File: config.mk
export PLATFORM = sky130hd
export DESIGN_NAME = swrst_ctrl
export DESIGN_NICKNAME = d
export VERILOG_FILES = /design/src/verilog/swrst_pkg.sv /design/src/verilog/swrst_mode_decode.sv /design/src/verilog/swrst_ctrl.sv
export SDC_FILE = /design/constraint.sdc
export NUM_CORES = 1
export LEC_CHECK = 0
export BUFFER_PORTS_ARGS = -buffer_cell sky130_fd_sc_hd__buf_2
export CAP_MARGIN = 20
export CORE_MARGIN = 4
export CORE_UTILIZATION = 35
export DETAILED_ROUTE_END_ITERATION = 16
export GPL_TIMING_DRIVEN = 1
export MAX_ROUTING_LAYER = met4
export PLACE_DENSITY_LB_ADDON = 0.2
export SETUP_SLACK_MARGIN = 0.02
export SYNTH_ARGS = -nofsm -noshare
export SYNTH_HDL_FRONTEND = slang
export SYNTH_SLANG_ARGS = --single-unit
File: constraint.sdc
create_clock -name mclk -period 1.57 [get_ports mclk]
set_input_delay 0 -clock mclk [delete_from_list [all_inputs] [get_ports mclk]]
set_output_delay 0 -clock mclk [all_outputs]
set_load 0.02 [all_outputs]
File: src/verilog/swrst_pkg.sv
// Package of constants and carrier types for the switch reset and mode select block.
package swrst_pkg;

    // Width of the configuration select strap field.
    localparam int unsigned CFG_W = 4;

    // Configuration select codes.
    localparam logic [3:0] CFG_SINGLE = 4'h0;
    localparam logic [3:0] CFG_SINGLE_EE = 4'h1;
    localparam logic [3:0] CFG_SINGLE_P0UP = 4'h8;
    localparam logic [3:0] CFG_SINGLE_EE_P0DIS = 4'h9;
    localparam logic [3:0] CFG_SINGLE_EE_P0UP = 4'ha;
    localparam logic [3:0] CFG_SINGLE_EE_P2UP = 4'hb;
    localparam logic [3:0] CFG_MULTI = 4'hc;
    localparam logic [3:0] CFG_MULTI_EE = 4'hd;

    // Upstream port selection encodings.
    localparam logic [1:0] UP_DEFAULT = 2'h0;
    localparam logic [1:0] UP_PORT0 = 2'h1;
    localparam logic [1:0] UP_PORT2 = 2'h2;

    // Length of the link fundamental reset pulse in clock cycles.
    localparam logic [3:0] LINK_RST_CYCLES = 4'h8;
    localparam logic [3:0] LINK_RST_CNT_ZERO = 4'h0;
    localparam logic [3:0] LINK_RST_CNT_ONE = 4'h1;

    // Decoded operating mode carried to the rest of the switch.
    typedef struct packed {
        logic valid;       // Code maps to a defined mode.
        logic multi;       // Multi-partition operation.
        logic eeprom_init; // Load configuration from serial EEPROM.
        logic [1:0] upstream; // Upstream port choice.
        logic port0_dis;   // Port 0 disabled.
        logic port2_dis;   // Port 2 disabled.
    } swrst_mode_t;

    // Reset sequencer states.
    typedef enum logic [1:0] {
        SWRST_IN_RESET = 2'b00,
        SWRST_LINK_RST = 2'b01,
        SWRST_HALT = 2'b10,
        SWRST_RUN = 2'b11
    } swrst_state_t;

endpackage : swrst_pkg

File: src/verilog/swrst_mode_decode.sv
// Combinational decoder from configuration select code to operating mode.
`timescale 1ns/100ps
module swrst_mode_decode (
    input wire logic [3:0] cfg_code,
    output swrst_pkg::swrst_mode_t mode
);

    // Map each code onto its mode; undefined codes give an invalid, inert mode.
    always_comb begin
        mode = '0;
        mode.valid = 1'b1;
        unique case (cfg_code)
            swrst_pkg::CFG_SINGLE: begin
                mode.eeprom_init = 1'b0;
            end
            swrst_pkg::CFG_SINGLE_EE: begin
                mode.eeprom_init = 1'b1;
            end
            swrst_pkg::CFG_SINGLE_P0UP: begin
                mode.upstream = swrst_pkg::UP_PORT0;
                mode.port2_dis = 1'b1;
            end
            swrst_pkg::CFG_SINGLE_EE_P0DIS: begin
                mode.eeprom_init = 1'b1;
                mode.port0_dis = 1'b1;
            end
            swrst_pkg::CFG_SINGLE_EE_P0UP: begin
                mode.eeprom_init = 1'b1;
                mode.upstream = swrst_pkg::UP_PORT0;
                mode.port2_dis = 1'b1;
            end
            swrst_pkg::CFG_SINGLE_EE_P2UP: begin
                mode.eeprom_init = 1'b1;
                mode.upstream = swrst_pkg::UP_PORT2;
                mode.port0_dis = 1'b1;
            end
            swrst_pkg::CFG_MULTI: begin
                mode.multi = 1'b1;
            end
            swrst_pkg::CFG_MULTI_EE: begin
                mode.multi = 1'b1;
                mode.eeprom_init = 1'b1;
            end
            default: begin
                // Reserved codes leave the mode invalid; the sequencer still takes the switch out of reset to run.
                mode.valid = 1'b0;
            end
        endcase
    end

endmodule : swrst_mode_decode

File: src/verilog/swrst_ctrl.sv
// Fundamental reset sequencer, reset-halt hold and boot mode capture for the switch.
`timescale 1ns/100ps
module swrst_ctrl (
    // System clock, 100 MHz.
    input wire logic mclk,
    // Synchronous active-high power-on reset of this block.
    input wire logic rst,
    // Board fundamental reset, active low.
    input wire logic fundamental_reset_n,
    // Board reset-halt strap, active high.
    input wire logic reset_halt,
    // Board configuration select straps.
    input wire logic [3:0] switch_config_select,
    // Pulse from the SMBus register file: halt bit written to zero.
    input wire logic halt_clear_wr,
    // Reset to all switch core logic, active high.
    output logic core_reset,
    // Link fundamental reset request, active high.
    output logic link_fund_reset,
    // SMBus master and slave enable.
    output logic smbus_enable,
    // Halt bit value for the switch control register read-back.
    output logic switch_control_reg_halt,
    // Normal operation running.
    output logic run_active,
    // Captured and decoded operating mode.
    output swrst_pkg::swrst_mode_t mode
);

    // Sequencer state.
    swrst_pkg::swrst_state_t state_reg;
    swrst_pkg::swrst_state_t state_next;
    // Link reset pulse length counter.
    logic [3:0] lrst_cnt_reg;
    logic [3:0] lrst_cnt_next;
    // Captured straps.
    logic [3:0] cfg_reg;
    logic [3:0] cfg_next;
    // Halt bit of the switch control register; it also holds the captured halt strap.
    logic halt_bit_reg;
    logic halt_bit_next;
    // Registered outputs.
    logic core_reset_next;
    logic link_rst_next;
    logic smbus_en_next;
    logic run_next;
    swrst_pkg::swrst_mode_t mode_next;
    // Decoded mode from the captured code.
    swrst_pkg::swrst_mode_t mode_dec;

    // The decoder looks only at the captured code, never at the live pins.
    swrst_mode_decode u_decode (
        .cfg_code(cfg_reg),
        .mode(mode_dec)
    );

    // Next state of the sequencer, strap capture and halt bit.
    always_comb begin
        state_next = state_reg;
        lrst_cnt_next = lrst_cnt_reg;
        cfg_next = cfg_reg;
        halt_bit_next = halt_bit_reg;
        if (!fundamental_reset_n) begin
            // Reset wins from any state; straps are followed while it is held.
            state_next = swrst_pkg::SWRST_IN_RESET;
            lrst_cnt_next = swrst_pkg::LINK_RST_CYCLES;
            cfg_next = switch_config_select;
            halt_bit_next = reset_halt;
        end else begin
            unique case (state_reg)
                swrst_pkg::SWRST_IN_RESET: begin
                    // Release: values sampled in the last reset cycle stay frozen.
                    state_next = swrst_pkg::SWRST_LINK_RST;
                end
                swrst_pkg::SWRST_LINK_RST: begin
                    // Finish the link reset before deciding on halt or run.
                    if (lrst_cnt_reg == swrst_pkg::LINK_RST_CNT_ONE) begin
                        if (halt_bit_reg && !halt_clear_wr) begin
                            state_next = swrst_pkg::SWRST_HALT;
                        end else begin
                            state_next = swrst_pkg::SWRST_RUN;
                        end
                    end
                    if (lrst_cnt_reg != swrst_pkg::LINK_RST_CNT_ZERO) begin
                        lrst_cnt_next = lrst_cnt_reg - swrst_pkg::LINK_RST_CNT_ONE;
                    end
                    if (halt_clear_wr) begin
                        halt_bit_next = 1'b0;
                    end
                end
                swrst_pkg::SWRST_HALT: begin
                    // Only the SMBus master may release the hold.
                    if (halt_clear_wr) begin
                        halt_bit_next = 1'b0;
                        state_next = swrst_pkg::SWRST_RUN;
                    end
                end
                swrst_pkg::SWRST_RUN: begin
                    // Running; a late clear write is harmless.
                    halt_bit_next = 1'b0;
                end
            endcase
        end
    end

    // Output values; all outputs are registered so they are glitch free.
    always_comb begin
        core_reset_next = (state_next != swrst_pkg::SWRST_RUN);
        link_rst_next = (state_next == swrst_pkg::SWRST_IN_RESET)
            || (state_next == swrst_pkg::SWRST_LINK_RST);
        // SMBus must stay live while held so registers can be set up.
        smbus_en_next = (state_next == swrst_pkg::SWRST_HALT)
            || (state_next == swrst_pkg::SWRST_RUN);
        run_next = (state_next == swrst_pkg::SWRST_RUN);
        // Mode is shown only once the straps are frozen, and from the captured copy.
        mode_next = (state_next == swrst_pkg::SWRST_IN_RESET) ? '0 : mode_dec;
    end

    // Registers; synchronous reset puts the switch in fundamental reset.
    always_ff @(posedge mclk) begin
        if (rst) begin
            state_reg <= swrst_pkg::SWRST_IN_RESET;
            lrst_cnt_reg <= swrst_pkg::LINK_RST_CYCLES;
            cfg_reg <= swrst_pkg::CFG_SINGLE;
            halt_bit_reg <= 1'b0;
            core_reset <= 1'b1;
            link_fund_reset <= 1'b1;
            smbus_enable <= 1'b0;
            switch_control_reg_halt <= 1'b0;
            run_active <= 1'b0;
            mode <= '0;
        end else begin
            state_reg <= state_next;
            lrst_cnt_reg <= lrst_cnt_next;
            cfg_reg <= cfg_next;
            halt_bit_reg <= halt_bit_next;
            core_reset <= core_reset_next;
            link_fund_reset <= link_rst_next;
            smbus_enable <= smbus_en_next;
            switch_control_reg_halt <= halt_bit_next;
            run_active <= run_next;
            mode <= mode_next;
        end
    end

endmodule : swrst_ctrl

; Word-level counts from Yosys, hierarchy flattened
; Index checks and enable logic that the tools add are counted.
[word_totals]
register_bits = 22
inputBits = 9
output_inout_bits = 12
elab_cells = 65
[op_classes]
add_sub_neg = 1
eq_ne = 17
muxes = 14
bitwise_logic = 1
reduce_logical = 18
[ops]
columns = op, count
row1 = $eq 4x4->1 const B, 6
row2 = $reduce_or 2->1, 6
row3 = $eq 2x2->1 const B, 4
row4 = $eq 4x1->1 const B, 2
row5 = $mux 1, 8
row6 = $reduce_or 8->1, 1
row7 = $mux 2, 3
row8 = $ne 3x2->1 const B, 2
row9 = $pmux 2 s3, 1
row10 = $reduce_or 5->1, 1
row11 = $eq 2x1->1 const B, 2
row12 = $logic_not 2->1, 2
row13 = $logic_not 4->1, 1
row14 = $pmux 2 s2, 1
row15 = $reduce_and 2->1, 2
row16 = $reduce_bool 4->1, 1
row17 = $sub 4x1->4 const B, 1
row18 = $logic_or 1x1->1, 2
row19 = $ne 2x2->1 const B, 1
row20 = $pmux 1 s2, 1
row21 = $logic_and 1x1->1, 1
row22 = $logic_not 1->1, 1
row23 = $not 1->1, 1

; Depth between registers and ports, before layout
; Gate-level depths: netlist of run 1.
[depth]
depth_word = 8
depth_mapped = 7
depth_no_buf = 6

; Cells and area by module
; From an unflattened synthesis of run 1, not the netlist that was laid out.
[hier_totals]
hier_cells = 103
hier_area_um2 = 1007.2
[by_module_without_submodules]
columns = module, instances, cells_per_inst, area_each_um2, seq_area_each_um2
row1 = swrst_ctrl, 1, 91, 930.9, 440.4
row2 = swrst_mode_decode, 1, 12, 76.3, 0.0

; Least setup slack after synthesis of run 1
; No wires, ideal clock.
[synth_timing]
kind = register to register
from = register lrst_cnt_reg[0]
to = register core_reset
setup_ns = 0.120
arrival_ns = 1.494
required_time_ns = 1.450
path_slack_ns = -0.044
path_stages_with_launch = 7
path_buffers = 1
period_less_slack_ns = 1.614
cell_sequence = dfxtp_1 -> ha_1 -> nor3b_2 -> nor3_1 -> a2111o_1 -> buf_6 -> or2_1
[synth_via]
elab_chain_cells = 5
[synth_rtl]
columns = item, line_no
row1 = start: declaration, swrst_ctrl.sv:34  ; logic [3:0] lrst_cnt_reg;
row2 = start signal: assignment, swrst_ctrl.sv:123  ; lrst_cnt_reg <= swrst_pkg::LINK_RST_CYCLES;
row3 = start signal: assignment, swrst_ctrl.sv:134  ; lrst_cnt_reg <= lrst_cnt_next;
row4 = $eq 4x1->1, swrst_ctrl.sv:77  ; if (lrst_cnt_reg == swrst_pkg::LINK_RST_CNT_ONE) begin
row5 = $mux 2, swrst_ctrl.sv:77
row6 = $pmux 2 s3, swrst_ctrl.sv:70  ; unique case (state_reg)
row7 = $mux 2, swrst_ctrl.sv:63  ; if (!fundamental_reset_n) begin
row8 = $ne 2x2->1, swrst_ctrl.sv:108  ; core_reset_next = (state_next != swrst_pkg::SWRST_RUN);
row9 = end signal: assignment, swrst_ctrl.sv:137  ; core_reset <= core_reset_next;
row10 = end: declaration, swrst_ctrl.sv:17  ; output logic core_reset,
; No other way between the ends.
; A chain may end at the register's enable or synchronous reset.

; Worst setup path after layout of run 1
[layout_timing]
from = register state_reg[1]
to = register mode[0] (netlist name)
[layout_via]
elab_chain_cells = 5
elab_cells_between_ends = 9
classes_between = eq/ne (2) / mux (4) / reduce/logical (3)
[layout_rtl]
columns = item, line_no
row1 = start: declaration, swrst_ctrl.sv:31  ; swrst_pkg::swrst_state_t state_reg;
row2 = start signal: assignment, swrst_ctrl.sv:122  ; state_reg <= swrst_pkg::SWRST_IN_RESET;
row3 = start signal: assignment, swrst_ctrl.sv:133  ; state_reg <= state_next;
row4 = "$eq 2x2->1, or another cell as far along", swrst_ctrl.sv:70
row5 = $pmux 2 s3 *, swrst_ctrl.sv:70
row6 = $mux 2 *, swrst_ctrl.sv:63
row7 = $logic_not 2->1 *, swrst_ctrl.sv:116  ; mode_next = (state_next == swrst_pkg::SWRST_IN_RESET) ? '0 : mode_dec;
row8 = $reduce_or 2->1 (no line) *, -
row9 = end signal: assignment, swrst_ctrl.sv:142  ; mode <= mode_next;
row10 = end: declaration, swrst_ctrl.sv:27  ; output swrst_pkg::swrst_mode_t mode
; Mark *: on every way between the ends. The rest lies on a longest branch, timed or not.

==> results.py, run 1 <==
metrics = {
    "timing": {
        "finalCritPeriodShare_pct": 103,
        "fmax_ghz": 0.618,
        "period_minus_slack_ps": 1620,
        "worst_slew_pin_slew_ps": 303,
        "setup_slack_ps": -47.5,
        "fin_setup_tns_ps": -129,
        "slew_headroom_pct": 79.6,
        "setup_violations": 5,
        "finClkSkew_ps": 10.9,
        "rsz0062_at_grt": "yes",
        "drv_slew": 0,
        "hold_viol": 0,
    },
    "setup_path": {
        "cpMaxStageDelayCell": "a2111o_1",
        "crit_path_max_fanout": 5,
        "critPathKind": "reg2reg",
        "start_kind": "flop",
        "endpoint_kind": "flop",
        "arrival_ps": 1840,
        "cp_num_buf_inv": 1,
        "crit_required_ps": 1790,
        "cp_top_family": "compound AO/OA/AOI/OAI gates",
        "slowest_delay_ps": 430,
        "path_cells": "inv_1, ha_2, nor3_2, a2111o_1, a2111oi_2",
    },
    "logic_synthesis": {
        "ys_types": 31,
        "synthesis.area_um2": 985,
        "synthesis.nets": 115,
        "avgSynthCellArea_um2": 9.95,
        "netlist_instances": 99,
        "ys_ff_latch": 22,
        "ys_seq_area_share_pct": 44.7,
        "yosys_warnings": 0,
    },
    "drt": {
        "wl_per_cell_um": 12.2,
        "drt.antenna.violating_nets": 0,
        "via_count": 823,
        "wl_um": 2110,
        "drtIter0Drc": 21,
        "post-route-drc-count": 0,
        "viasPerCell": 4.76,
        "dr.pass1.iters": 4,
    },
    "cts": {
        "clk_path_buf_depth": 2,
        "clk-insertion-delay-late_ps": 310,
        "cts-buffers-inserted": 3,
        "cts_tree": "yes",
        "path_clk_slew_ps": 130,
        "cts.sinks": 22,
        "cts_root_buffer": "clkbuf_4",
        "h-tree-depth": 1,
    },
    "pwr": {
        "p_total_uw": 1180,
        "ir_drop_mv": 0.614,
        "leakage_uw": 0.000621,
        "p_per_area_mw_per_mm2": 852,
    },
    "placement": {
        "io_buffers": 20,
        "dp.cells": 161,
        "gp_congestion": 0.828,
        "hpwl_um": 1550,
    },
    "final_layout": {
        "diodes": 0,
        "area_growth_pct": 41.2,
        "area.sequential_um2": 445,
        "layout.cells.non_filler": 173,
        "layout_commonest_cell": "buf_2",
        "drive_gt1_share_pct": 44.1,
        "final_util_pct": 53.7,
        "largest_register_ffs": 7,
        "multi_input_area_um2": 537,
        "layout_common_cells": "buf_2 (20), dfxtp_1 (18), buf_4 (16)",
        "num-fill-cells": 234,
        "nets": 160,
    },
    "status": {
        "failed_checks": "negative setup slack",
        "outcome": "complete, but fails checks",
    },
    "die": {
        "start_util_pct": 38.0,
        "ios": 21,
        "die_h_um": 61.0,
        "die_w_um": 61.0,
        "fp.dieArea_mm2": 0.00373,
        "coreArea_mm2": 0.00259,
        "rows": 18,
    },
    "global_routing": {
        "track_usage_pct": 13.3,
        "grt_overflow": 0,
        "grt_pass1_vias": 853,
        "grt_max_degree": 14,
        "grt_pass1_wl_um": 3530,
        "antenna_found_initial": 0,
    },
    "run": {
        "max_cap_violations": 0,
    },
    "worst_hold_path": {
        "hold_path_class": "in2reg",
    },
}
cell type report:
| cell class | instances | area share [%] |
|---|---|---|
| multi-input combinational | 65 | 38.6 |
| sequential | 22 | 32.0 |
| timing repair buffer | 42 | 20.2 |
| inverter | 10 | 2.70 |
| tap | 30 | 2.70 |
| clock inverter | 1 | 2.16 |
| clock buffer | 3 | 1.62 |
worst register-to-register path, stage by stage, from the launching register on:
cell and delay [ps]:
dfxtp_2 360, inv_1 110, ha_2 220, nor3_2 50, a2111o_1 430, a2111oi_2 370
path summary, 6_finish.rpt:
path / slack (ps) / endpoint / depth (start not counted) / from
max reg2reg: -50 / mode[0] / 5 / state_reg[1]
min reg2reg: 490 / mode[5] / 2 / cfg_reg[3]
max: -50 / mode[0] / 5 / state_reg[1]
min: 50 / halt_bit_reg / 3 / fundamental_reset_n
metal layers:
metal	share of wire [%]	vias to the layer above	GRT usage, %	wire length (µm)
li1	-	425	-	-
met1	42	375	14.8	889
met2	51	19	21.8	1080
met3	5.0	4	2.73	106
met4	1.8	0	8.05	38
met5	0	-	-	0
kinds of logic after synthesis:
group | count (synthesis) | synth area share, %
xor gates and xnor gates | 3 | 2.67
AOI/OAI and AO/OA | 21 | 17.4
and+or+nand+nor | 29 | 15.5
muxes | 5 | 5.08
adders and majority gates | 7 | 8.89
buffers and inverters | 12 | 5.72
DFF | 22 | 44.7
through the flow:
step	setup WS, ps	hold slack, ps	instance area, µm²
2_1_floorplan	-43.6	69.1	985
3_3_place_gp	-113	236	1210
3_5_place_dp	-128	241	1210
4_1_cts	-79.8	26.3	1370
5_1_grt	-148	51.8	1390
6_report	-47.5	50.5	1390
cells in the mapped netlist:
cell / instances / area [µm²]
dfxtp_1: 22 / 440
nor2_1: 13 / 48.8
inv_1: 10 / 37.5
a21oi_1: 7 / 35.0
ha_1: 7 / 87.6
mux2i_1: 5 / 50.1
a211oi_1: 3 / 22.5
nand2_1: 3 / 11.3
a2111oi_2: 2 / 30.0
a31oi_1: 2 / 12.5
nand2b_1: 2 / 12.5
nand3_1: 2 / 10.0
nor3_1: 2 / 10.0
xnor2_1: 2 / 17.5
a2111o_1: 1 / 11.3
a211oi_2: 1 / 12.5
a22oi_1: 1 / 7.51
a31oi_4: 1 / 21.3
buf_4: 1 / 7.51
buf_6: 1 / 11.3
nand2_2: 1 / 6.26
nand2b_4: 1 / 13.8
nor2b_1: 1 / 6.26
nor3b_2: 1 / 12.5
o211ai_1: 1 / 7.51
o21ai_1: 1 / 5.00
o22ai_1: 1 / 6.26
or2_1: 1 / 6.26
or3_1: 1 / 6.26
or3b_1: 1 / 8.76
xor2_1: 1 / 8.76
where the power goes:
group | switching (µW) | internal [µW]
combinational | 75.6 | 81.3
clock | 175 | 258
sequential | 19.1 | 576
what timing repair did:
action / CTS / global route
hold buffers: 6 / 0
setup endpoints to repair: 12 / 11
pin swaps: 3 / 1
gates resized for setup: 15 / 3
endpoints found under the hold margin: 5 / 0
setup buffers: 1 / 1
(Power assumes the default switching activity.)
==> run 2, diff against run 1 <==
==> constraint.sdc (replaced) <==
create_clock -name mclk -period 1.57 [get_ports mclk]
set_input_delay 0.314 -clock mclk [delete_from_list [all_inputs] [get_ports mclk]]
set_output_delay 0.314 -clock mclk [all_outputs]
set_load 0.02 [all_outputs]
==> run 2 against run 1 <==
Against the previous run: the flow still finishes with violations (negative setup slack); final cell count shrank 1.7%; routed wire length fell by 3.7%; fmax rose by 0.49%; sequential share of layout area rose by 0.36 points; combinational power about the same; sequential power about the same; core utilization unchanged; clock power about the same; clock-buffer cell count did not move; cell area stayed put; critical path type unchanged; highest routed layer unchanged.
==> results.py, run 2 (synthesized netlist as in run 1, its figures left out) <==
metrics = {
    "status": {
        "outcome": "complete, but fails checks",
        "failed_checks": "negative setup slack",
    },
    "drt": {
        "wl_per_cell_um": 12.0,
        "post-route-drc-count": 0,
        "drt.antenna.violating_nets": 0,
        "via_count": 799,
        "drtIter0Drc": 17,
        "dr.pass1.iters": 2,
        "viasPerCell": 4.70,
        "wl_um": 2030,
    },
    "cts": {
        "cts_tree": "yes",
        "path_clk_slew_ps": 130,
        "clk-insertion-delay-late_ps": 310,
        "cts-buffers-inserted": 3,
        "cts_hold_buf": 0,
        "h-tree-depth": 1,
        "cts.sinks": 22,
        "clk_path_buf_depth": 2,
        "cts_root_buffer": "clkbuf_4",
    },
    "setup_path": {
        "cp_top_family": "compound AO/OA/AOI/OAI gates",
        "cpMaxStageDelayCell": "a2111o_1",
        "endpoint_kind": "flop",
        "crit_required_ps": 1840,
        "reg2reg_from": "lrst_cnt_reg[1]",
        "cp-startpoint": "lrst_cnt_reg[1]",
        "critPathKind": "reg2reg",
        "slowest_delay_ps": 410,
        "cp_num_buf_inv": 3,
        "arrival_ps": 1880,
        "crit_path_max_fanout": 6,
        "path_cells": "inv_2, ha_4, nor3b_4, nor3_2, a2111o_1, buf_4, buf_6, nor2_2",
        "start_kind": "flop",
    },
    "final_layout": {
        "nets": 157,
        "num-fill-cells": 248,
        "largest_register_ffs": 7,
        "multi_input_area_um2": 558,
        "final_area_mm2": 0.00139,
        "area.sequential_um2": 450,
        "layout_common_cells": "buf_2 (20), dfxtp_1 (18), buf_4 (16)",
        "drive_gt1_share_pct": 48.6,
        "area_growth_pct": 41.2,
        "layout_commonest_cell": "buf_2",
        "layout.cells.non_filler": 170,
        "diodes": 0,
    },
    "timing": {
        "fin_setup_tns_ps": -115,
        "setup_slack_ps": -39.6,
        "finalCritPeriodShare_pct": 103,
        "drv_slew": 0,
        "hold_viol": 0,
        "whs_ps": 220,
        "setup_violations": 4,
        "fmax_ghz": 0.621,
        "rsz0062_at_grt": "yes",
        "period_minus_slack_ps": 1610,
        "slew_headroom_pct": 82.9,
        "worst_slew_pin_slew_ps": 257,
        "finClkSkew_ps": 6.54,
    },
    "placement": {
        "dpl_cell_area_mm2": 0.00123,
        "hpwl_um": 1570,
        "dp.cells": 164,
        "gp_congestion": 0.748,
        "io_buffers": 20,
    },
    "die": {
        "start_util_pct": 38.0,
        "rows": 18,
        "fp.dieArea_mm2": 0.00373,
        "die_w_um": 61.0,
        "ios": 21,
        "die_h_um": 61.0,
        "coreArea_mm2": 0.00259,
    },
    "worst_hold_path": {
        "hold_start": "switch_config_select[3]",
        "hold_path_class": "in2reg",
    },
    "global_routing": {
        "met2_usage_pct": 20.5,
        "grt_pass1_wl_um": 3350,
        "grt_pass1_vias": 800,
        "grt_overflow": 0,
        "grt_max_degree": 14,
        "antenna_found_initial": 0,
        "grt.met1_usage_pct": 14.7,
        "track_usage_pct": 12.9,
        "met3_usage_pct": 3.14,
        "top_usage_layer": "met2",
    },
    "pwr": {
        "leakage_uw": 0.000613,
        "ir_drop_mv": 0.607,
        "p_per_area_mw_per_mm2": 852,
    },
    "run": {
        "max_cap_violations": 0,
    },
}
==> run 2: cell count changes in the layout (fill, tap and decap cells not counted), sizes merged <==
cell / before / now
dlygate4sd3: 6 / 0
buf: 36 / 39
==> run 2: worst min-delay path, delay by kind of cell <==
kind | cells | cell delay [ps]
buf+inv | 1 | 70
simple gates | 1 | 70
mux | 1 | 50
==> run 2: through the flow <==
step	power (µW)	util (%)	worst slack [ps]
2_1_floorplan	687	-	-43.6
3_3_place_gp	744	47.5	-111
3_5_place_dp	747	47.5	-126
4_1_cts	1190	51.6	-38.1
5_1_grt	1240	53.7	-126
6_report	1180	53.7	-39.6
==> run 2: final timing paths <==
check / end / slack, ps / cells after the start
max: run_active / -40 / 8
min: cfg_reg[3] / 220 / 3
max reg2reg: run_active / -40 / 8
min reg2reg: mode[5] / 500 / 2
==> run 2: area by class of cell <==
class | instances | area share (%)
multi-input combinational | 65 | 40.1
sequential | 22 | 32.4
timing repair buffer | 39 | 18.3
inverter | 10 | 2.70
tap | 30 | 2.70
clock inverter | 1 | 2.16
clock buffer | 3 | 1.62
==> run 2: repair_timing <==
| item | CTS | global route |
|---|---|---|
| hold endpoints to repair | 0 | 0 |
| pin swaps | 2 | 0 |
| gates resized for setup | 18 | 9 |
| setup buffers | 0 | 2 |
| endpoints found under the setup margin | 13 | 12 |
==> run 2: report_power, final <==
group / internal, µW / switching, µW / leakage [µW]
logic: 76.8 / 78.1 / 0.000403
registers: 574 / 19.6 / 0.000181
clock network: 258 / 178 / 0.0000279
==> run 2: per-layer routing <==
metal | vias to the layer above | wire length, µm | part of all wire [%]
met5 | - | 0 | 0
met4 | 0 | 42 | 2.1
met3 | 5 | 99 | 4.9
met2 | 15 | 1000 | 49
li1 | 420 | - | -
met1 | 359 | 886 | 44
